==> config.mk <==
export PLATFORM = sky130hd
export DESIGN_NAME = imf_unit
export DESIGN_NICKNAME = d
export VERILOG_FILES = /design/src/verilog/imf_unit.v
export VERILOG_INCLUDE_DIRS = /design/src /design/src/verilog
export SDC_FILE = /design/constraint.sdc
export NUM_CORES = 1
export LEC_CHECK = 0
export BUFFER_PORTS_ARGS = -buffer_cell sky130_fd_sc_hd__buf_2
export CAP_MARGIN = 20
export CORE_ASPECT_RATIO = 2
export CORE_MARGIN = 2
export CORE_UTILIZATION = 29
export DETAILED_ROUTE_END_ITERATION = 7
export PLACE_DENSITY = 0.64
export SETUP_SLACK_MARGIN = 0.02
export SLEW_MARGIN = 20
export SYNTH_ARGS = -nofsm -noshare
export SYNTH_HDL_FRONTEND = slang
export SYNTH_SLANG_ARGS = --single-unit
==> constraint.sdc <==
create_clock -name clk -period 1.8 [get_ports clk]
set_input_delay 0.18 -clock clk [delete_from_list [all_inputs] [get_ports clk]]
set_output_delay 0.18 -clock clk [all_outputs]
set_load 0.1 [all_outputs]
==> src/verilog/imf_map.vh <==
// register offsets, field positions and reset values of the interrupt mask and flag unit
`ifndef IMF_MAP_VH
`define IMF_MAP_VH
// word indices (byte address = 4 * index)
`define IMF_TIMER_EN 16'hffe2
`define IMF_SERIAL_EN 16'hffe3
`define IMF_KEY0_EN 16'hffe4
`define IMF_KEY12_EN 16'hffe5
`define IMF_TICK_EN 16'hffe6
`define IMF_ADC_EN 16'hffe7
`define IMF_TIMER_PEND 16'hfff2
`define IMF_SERIAL_PEND 16'hfff3
`define IMF_KEY0_PEND 16'hfff4
`define IMF_KEY12_PEND 16'hfff5
`define IMF_TICK_PEND 16'hfff6
`define IMF_ADC_PEND 16'hfff7
// stack pointer write status, read only
`define IMF_GUARD_STAT 16'hfff8
// source bit positions in the 11-bit flag vector
`define IMF_B_T0 0
`define IMF_B_T1 1
`define IMF_B_SER 2
`define IMF_B_K0 3
`define IMF_B_K1 4
`define IMF_B_K2 5
`define IMF_B_16HZ 6
`define IMF_B_8HZ 7
`define IMF_B_2HZ 8
`define IMF_B_1HZ 9
`define IMF_B_ADC 10
`define IMF_NSRC 11
`define IMF_RESET_VAL 11'h000
// vectors
`define IMF_VEC_WDT 4'h0
`define IMF_VEC_TIMER 4'h4
`define IMF_VEC_SERIAL 4'h6
`define IMF_VEC_KEY0 4'h8
`define IMF_VEC_KEY12 4'ha
`define IMF_VEC_TICK 4'hc
`define IMF_VEC_ADC 4'he
`define IMF_VEC_BASE 16'h0100
`endif

==> src/verilog/imf_unit.v <==
// interrupt mask and pending flag unit with avalon-mm register slave
// Operation
// - two timer enable bits d1,d0 at ffe2, reset to zero
// - two timer pending flags d1,d0 at fff2, reset to zero
// - serial enable at ffe3 d0, serial pending at fff3 d0, reset zero
// - key group0 enable ffe4 d0; group1 and single at ffe5 d0,d1; flags alike
// - tick 1hz,2hz,8hz,16hz enables d3..d0 at ffe6, flags at fff6
// - adc enable at ffe7 d0, adc pending at fff7 d0, reset zero
// - pending reads one; writing one clears, writing zero keeps
// - unused bits have no storage and read zero
// - flags set on their condition even when masked
// - request repeats while flag stays set
// - after reset all requests blocked until both stack pointers written
// - rewriting one stack pointer blocks all until the other is rewritten
// - fixed vector per source in priority order, watchdog highest, adc lowest
`timescale 1ns/1ps
`include "imf_map.vh"
module imf_unit
(
	// clock and reset
	input wire clk,
	input wire nrst,
	// avalon-mm slave
	input wire [17:0] avs_address,
	input wire avs_read,
	input wire avs_write,
	input wire [31:0] avs_writedata,
	input wire [3:0] avs_byteenable,
	output reg [31:0] avs_readdata,
	output wire avs_waitrequest,
	output reg [1:0] avs_response,
	// interrupt condition pulses from peripherals, same clock
	input wire timer0_event,
	input wire timer1_event,
	input wire serial_event,
	input wire key_group0_event,
	input wire key_group1_event,
	input wire key_single_event,
	input wire tick_16hz_event,
	input wire tick_8hz_event,
	input wire tick_2hz_event,
	input wire tick_1hz_event,
	input wire adc_event,
	input wire watchdog_event,
	// stack pointer write strobes from the core
	input wire wide_stack_pointer_write,
	input wire narrow_stack_pointer_write,
	// cpu side
	output wire irq,
	output wire nmi,
	output reg [15:0] irq_vector,
	output wire irq_out
);

	reg [`IMF_NSRC-1:0] enable;
	reg [`IMF_NSRC-1:0] pending;
	reg wide_set;
	reg narrow_set;
	reg ack;
	reg [`IMF_NSRC-1:0] src_event;
	reg [`IMF_NSRC-1:0] wr_en_mask;
	reg [`IMF_NSRC-1:0] wr_clr;
	reg [`IMF_NSRC-1:0] wr_en_val;
	reg [3:0] rd_val;
	reg rd_hit;
	reg [`IMF_NSRC-1:0] next_pending;
	wire [15:0] word_index;
	wire wr_go;
	wire rd_go;
	wire guard_open;
	wire [`IMF_NSRC-1:0] active;
	wire [3:0] wd;

	// one wait state: request is answered on the second edge
	assign avs_waitrequest = (avs_read | avs_write) & ~ack;
	assign word_index = avs_address[17:2];
	assign wd = avs_byteenable[0] ? avs_writedata[3:0] : 4'h0;
	assign wr_go = avs_write & ack;
	// read data is latched at the first edge so it already stands when waitrequest drops
	assign rd_go = avs_read & ~ack;

	// gather event inputs into one vector
	always @*
	begin
		src_event = `IMF_RESET_VAL;
		src_event[`IMF_B_T0] = timer0_event;
		src_event[`IMF_B_T1] = timer1_event;
		src_event[`IMF_B_SER] = serial_event;
		src_event[`IMF_B_K0] = key_group0_event;
		src_event[`IMF_B_K1] = key_group1_event;
		src_event[`IMF_B_K2] = key_single_event;
		src_event[`IMF_B_16HZ] = tick_16hz_event;
		src_event[`IMF_B_8HZ] = tick_8hz_event;
		src_event[`IMF_B_2HZ] = tick_2hz_event;
		src_event[`IMF_B_1HZ] = tick_1hz_event;
		src_event[`IMF_B_ADC] = adc_event;
	end

	// write decode: which enable bits are written and which flags cleared
	always @*
	begin
		wr_en_mask = `IMF_RESET_VAL;
		wr_en_val = `IMF_RESET_VAL;
		wr_clr = `IMF_RESET_VAL;
		if (wr_go)
		begin
			case (word_index)
				`IMF_TIMER_EN:
				begin
					wr_en_mask[`IMF_B_T1:`IMF_B_T0] = 2'h3;
					wr_en_val[`IMF_B_T1:`IMF_B_T0] = wd[1:0];
				end
				`IMF_SERIAL_EN:
				begin
					wr_en_mask[`IMF_B_SER] = 1'b1;
					wr_en_val[`IMF_B_SER] = wd[0];
				end
				`IMF_KEY0_EN:
				begin
					wr_en_mask[`IMF_B_K0] = 1'b1;
					wr_en_val[`IMF_B_K0] = wd[0];
				end
				`IMF_KEY12_EN:
				begin
					wr_en_mask[`IMF_B_K2:`IMF_B_K1] = 2'h3;
					wr_en_val[`IMF_B_K2:`IMF_B_K1] = wd[1:0];
				end
				`IMF_TICK_EN:
				begin
					wr_en_mask[`IMF_B_1HZ:`IMF_B_16HZ] = 4'hf;
					wr_en_val[`IMF_B_1HZ:`IMF_B_16HZ] = wd;
				end
				`IMF_ADC_EN:
				begin
					wr_en_mask[`IMF_B_ADC] = 1'b1;
					wr_en_val[`IMF_B_ADC] = wd[0];
				end
				`IMF_TIMER_PEND:
				begin
					wr_clr[`IMF_B_T1:`IMF_B_T0] = wd[1:0];
				end
				`IMF_SERIAL_PEND:
				begin
					wr_clr[`IMF_B_SER] = wd[0];
				end
				`IMF_KEY0_PEND:
				begin
					wr_clr[`IMF_B_K0] = wd[0];
				end
				`IMF_KEY12_PEND:
				begin
					wr_clr[`IMF_B_K2:`IMF_B_K1] = wd[1:0];
				end
				`IMF_TICK_PEND:
				begin
					wr_clr[`IMF_B_1HZ:`IMF_B_16HZ] = wd;
				end
				`IMF_ADC_PEND:
				begin
					wr_clr[`IMF_B_ADC] = wd[0];
				end
				default:
				begin
					wr_clr = `IMF_RESET_VAL;
				end
			endcase
		end
	end

	// read decode: unused bit positions read zero
	always @*
	begin
		rd_val = 4'h0;
		rd_hit = 1'b1;
		case (word_index)
			`IMF_TIMER_EN:
			begin
				rd_val = {2'h0, enable[`IMF_B_T1:`IMF_B_T0]};
			end
			`IMF_SERIAL_EN:
			begin
				rd_val = {3'h0, enable[`IMF_B_SER]};
			end
			`IMF_KEY0_EN:
			begin
				rd_val = {3'h0, enable[`IMF_B_K0]};
			end
			`IMF_KEY12_EN:
			begin
				rd_val = {2'h0, enable[`IMF_B_K2:`IMF_B_K1]};
			end
			`IMF_TICK_EN:
			begin
				rd_val = enable[`IMF_B_1HZ:`IMF_B_16HZ];
			end
			`IMF_ADC_EN:
			begin
				rd_val = {3'h0, enable[`IMF_B_ADC]};
			end
			`IMF_TIMER_PEND:
			begin
				rd_val = {2'h0, pending[`IMF_B_T1:`IMF_B_T0]};
			end
			`IMF_SERIAL_PEND:
			begin
				rd_val = {3'h0, pending[`IMF_B_SER]};
			end
			`IMF_KEY0_PEND:
			begin
				rd_val = {3'h0, pending[`IMF_B_K0]};
			end
			`IMF_KEY12_PEND:
			begin
				rd_val = {2'h0, pending[`IMF_B_K2:`IMF_B_K1]};
			end
			`IMF_TICK_PEND:
			begin
				rd_val = pending[`IMF_B_1HZ:`IMF_B_16HZ];
			end
			`IMF_ADC_PEND:
			begin
				rd_val = {3'h0, pending[`IMF_B_ADC]};
			end
			`IMF_GUARD_STAT:
			begin
				rd_val = {1'b0, guard_open, narrow_set, wide_set};
			end
			default:
			begin
				rd_hit = 1'b0;
			end
		endcase
	end

	// flag update: a new event wins over a clear in the same cycle
	always @*
	begin
		next_pending = (pending & ~wr_clr) | src_event;
	end

	// bus acknowledge and read data register
	always @(posedge clk)
	begin
		if (!nrst)
		begin
			ack <= 1'b0;
			avs_readdata <= 32'h0;
			avs_response <= 2'h0;
		end
		else
		begin
			ack <= (avs_read | avs_write) & ~ack;
			if (rd_go)
			begin
				avs_readdata <= {28'h0, rd_val};
				avs_response <= rd_hit ? 2'h0 : 2'h2; // slave error on unmapped read
			end
		end
	end

	// enable and pending storage
	always @(posedge clk)
	begin
		if (!nrst)
		begin
			enable <= `IMF_RESET_VAL;
			pending <= `IMF_RESET_VAL;
		end
		else
		begin
			enable <= (enable & ~wr_en_mask) | (wr_en_val & wr_en_mask);
			pending <= next_pending;
		end
	end

	// stack pointer guard: both must be written, a rewrite closes until the other follows
	always @(posedge clk)
	begin
		if (!nrst)
		begin
			wide_set <= 1'b0;
			narrow_set <= 1'b0;
		end
		else if (wide_stack_pointer_write & narrow_stack_pointer_write)
		begin
			wide_set <= 1'b1;
			narrow_set <= 1'b1;
		end
		else if (wide_stack_pointer_write)
		begin
			wide_set <= 1'b1;
			narrow_set <= guard_open ? 1'b0 : narrow_set;
		end
		else if (narrow_stack_pointer_write)
		begin
			narrow_set <= 1'b1;
			wide_set <= guard_open ? 1'b0 : wide_set;
		end
	end

	assign guard_open = wide_set & narrow_set;

	// request stays high while any enabled flag is set and the stack pointer guard is open
	assign active = pending & enable;
	assign irq = guard_open & (|active);
	assign nmi = guard_open & watchdog_event;
	assign irq_out = irq;

	// vector of highest priority active source
	always @(posedge clk)
	begin
		if (!nrst)
		begin
			irq_vector <= `IMF_VEC_BASE;
		end
		else if (watchdog_event)
		begin
			irq_vector <= `IMF_VEC_BASE | {12'h0, `IMF_VEC_WDT};
		end
		else if (|active[`IMF_B_T1:`IMF_B_T0])
		begin
			irq_vector <= `IMF_VEC_BASE | {12'h0, `IMF_VEC_TIMER};
		end
		else if (active[`IMF_B_SER])
		begin
			irq_vector <= `IMF_VEC_BASE | {12'h0, `IMF_VEC_SERIAL};
		end
		else if (active[`IMF_B_K0])
		begin
			irq_vector <= `IMF_VEC_BASE | {12'h0, `IMF_VEC_KEY0};
		end
		else if (|active[`IMF_B_K2:`IMF_B_K1])
		begin
			irq_vector <= `IMF_VEC_BASE | {12'h0, `IMF_VEC_KEY12};
		end
		else if (|active[`IMF_B_1HZ:`IMF_B_16HZ])
		begin
			irq_vector <= `IMF_VEC_BASE | {12'h0, `IMF_VEC_TICK};
		end
		else
		begin
			irq_vector <= `IMF_VEC_BASE | {12'h0, `IMF_VEC_ADC};
		end
	end

endmodule // imf_unit

==> summary.txt <==
reg2reg start = pending[6]$_SDFF_PN0_
num rows = 43
largest family of logic cells by synthesized area = simple AND/OR/NAND/NOR gates
Avg Cell Area, Syn = 8.49 µm²
Seq cells post-synth = 33
drt first pass iters = 4
crit share post-route = 0.981
vias in the first global route = 1700
DP Area = 2260 µm²
crit path capture = irq_out
xor/xnor cell area share of the yosys netlist = 0
commonest cells after routing, fill and taps aside = 48 x buf_2, 42 x conb_1, 33 x dfxtp_1, 29 x nand2_1, 15 x mux2i_1
worst slew pin tran = 0.556 ns
fin. max-slew vios = 0
die footprint = 7870 µm²
Design Area, Final = 2400 µm²
Core Box Area = 6940 µm²
Initial Util = 0.298
Yosys warnings = 0
initial antenna violation count = 0
I/O pin count = 126
placer congestion estimate = 0.844
CP Class = reg -> out
DRT Wirelength = 5280 µm
GRT Util Overall = 0.135
dpl hpwl = 4100 µm
RSZ-0062 raised after global routing = true
Synth Area in Compound Gates = 0.169
TritonCTS buffer count = 5
mux contribution to synthesized area = 0.0779
Die Y-Extent = 124 µm
Area Overhead vs Synth = 16.1%
via count = 1864
CP startpoint = pending[5]$_SDFF_PN0_
IR drop worst, VDD = 0.422 mV
Inst Count DP = 377
hold_sp = tick_1hz_event
Synth Flop Type = dfxtp_1
depth of the most critical reg-to-reg path = 5
largest net degree at the start of global routing = 25
Power Total = 2.22 mW
clock latency on the worst-skew pair = 0.27 ns
Maximum Capacitance Violations = 0
Worst EP arrival = 1.58 ns
ANT cells = 0
Post-synth EDFFs = 0
FFs w/ async S/R, synth = 0
met1 WL = 1860 µm
Non-Filler Instances = 385
Startpoint Class = flop
simple-gate share of the synthesized area = 0.241
CTS H-tree depth = 2
commonest non-fill, non-tap cell in the layout = buf_2
highest metal layer with signal wires = met4
Reg2Reg Capture Point = avs_readdata[0]$_SDFFE_PN0P_
final net count = 366
register area share after synthesis = 0.319
Reg clk slew, reported paths = 0.05 ns
CTS tree = done
Worst Clk Skew = 0.00226 ns
Leak = 1.09 nW
layout cells sized above 1 = 0.241
Max-slew headroom = 0.620
Power Density = 925 nW/µm²
detailed-route wire length per cell = 13.7 µm
status = finished clean
synthesized cell area = 2070 µm²
vias per cell = 4.84
final setup fails = 0
shortest period the worst path allows = 1.76 ns
Remaining DRCs = 0
maximum clock path buffer count = 2
postcts setup bufs = 0
Gate Count Post-Synth = 244
Req. time, crit path = 1.62 ns
DR iter-0 viols = 55
PortBufs = 50
Die X = 63.8 µm
Setup crit end kind = output pin
Core Util, Final = 0.346
HP Class = in -> reg
final hold violations = 0
setup TNS = 0 ns
WL met2 = 2990 µm
Synth cell types = 46
FF-to-FF setup slack = 0.30 ns
fmax = 567 MHz
WL met3 = 270 µm
Sink Count = 33
total gr overflow = 0
crit-path max FO = 3
Post-Synth Adder-Cell Area = 0
DRT antenna net count = 0
CTS Root Cell = clkbuf_16
first-pass GRT wire length = 8090 µm
## synth_stat cells (3+ instances only)
library cell,instances,area share
o21ai_0,13,0.031
a21oi_1,7,0.017
nand2b_1,4,0.012
nand4_1,5,0.015
nor2_1,14,0.025
nor2b_1,4,0.012
a31oi_1,9,0.027
nand3b_1,4,0.015
nor3_1,4,0.0097
buf_4,45,0.16
dfxtp_1,33,0.32
nand3_1,8,0.019
mux2i_1,15,0.073
clkbuf_1,5,0.0091
a22o_1,3,0.013
a41oi_1,3,0.013
nand2_1,29,0.053
## repair_timing
item	CTS	global route
resized for setup	0	4
endpoints found under the setup margin	2	2
hold buffers	0	0
## worst min-delay path by stage
| stage | end | slack, ns | cells after the start |
|---|---|---|---|
| 3_5_place_dp | pending[9]$_SDFF_PN0_ | 0.40 | 2 |
| 3_3_place_gp | pending[9]$_SDFF_PN0_ | 0.39 | 2 |
| 5_1_grt | pending[8]$_SDFF_PN0_ | 0.12 | 2 |
| 2_1_floorplan | pending[8]$_SDFF_PN0_ | 0.30 | 1 |
| 4_1_cts | pending[9]$_SDFF_PN0_ | 0.12 | 2 |
| 6_report | pending[9]$_SDFF_PN0_ | 0.11 | 2 |
## layer usage
metal	global-route usage	up-vias
li1	-	900
met1	0.131	862
met2	0.268	90
met3	0.0173	12
met4	0.0761	0
met5	0	-
## kinds of logic after synthesis
group	Yosys count
AND/OR/NAND/NOR	87
flip-flops	33
other	2
buffers and inverters	55
multiplexers	16
AO/OA/AOI/OAI	51
## metrics by stage
step / worst slack, ns / hold WS, ns
after detailed placement: 0.137 / 0.398
after global placement: 0.0710 / 0.391
after global routing: -0.0218 / 0.123
after floorplan: -0.0747 / 0.304
after CTS: -0.0444 / 0.116
final: 0.0351 / 0.115
## report_power, final
group	internal [mW]	switching, mW
clock network	0.514	0.290
registers	0.760	0.0260
logic	0.0869	0.547
total	1.36	0.863
## area by class of cell
class	count	area [µm²]
Sequential cell	33	661
Inverter	2	7.51
Clock buffer	8	136
Timing Repair Buffer	56	300
Multi-Input combinational cell	196	1190
Fill cell	770	4540
Tap cell	90	113
## critical path, stage by stage (launching register included)
cell and delay, ns:
dfxtp_1 0.33, a22o_1 0.25, nand2b_1 0.16, a21oi_1 0.21, a31oi_4 0.11, buf_4 0.25
No activity file was read; power rests on OpenSTA's default activity.
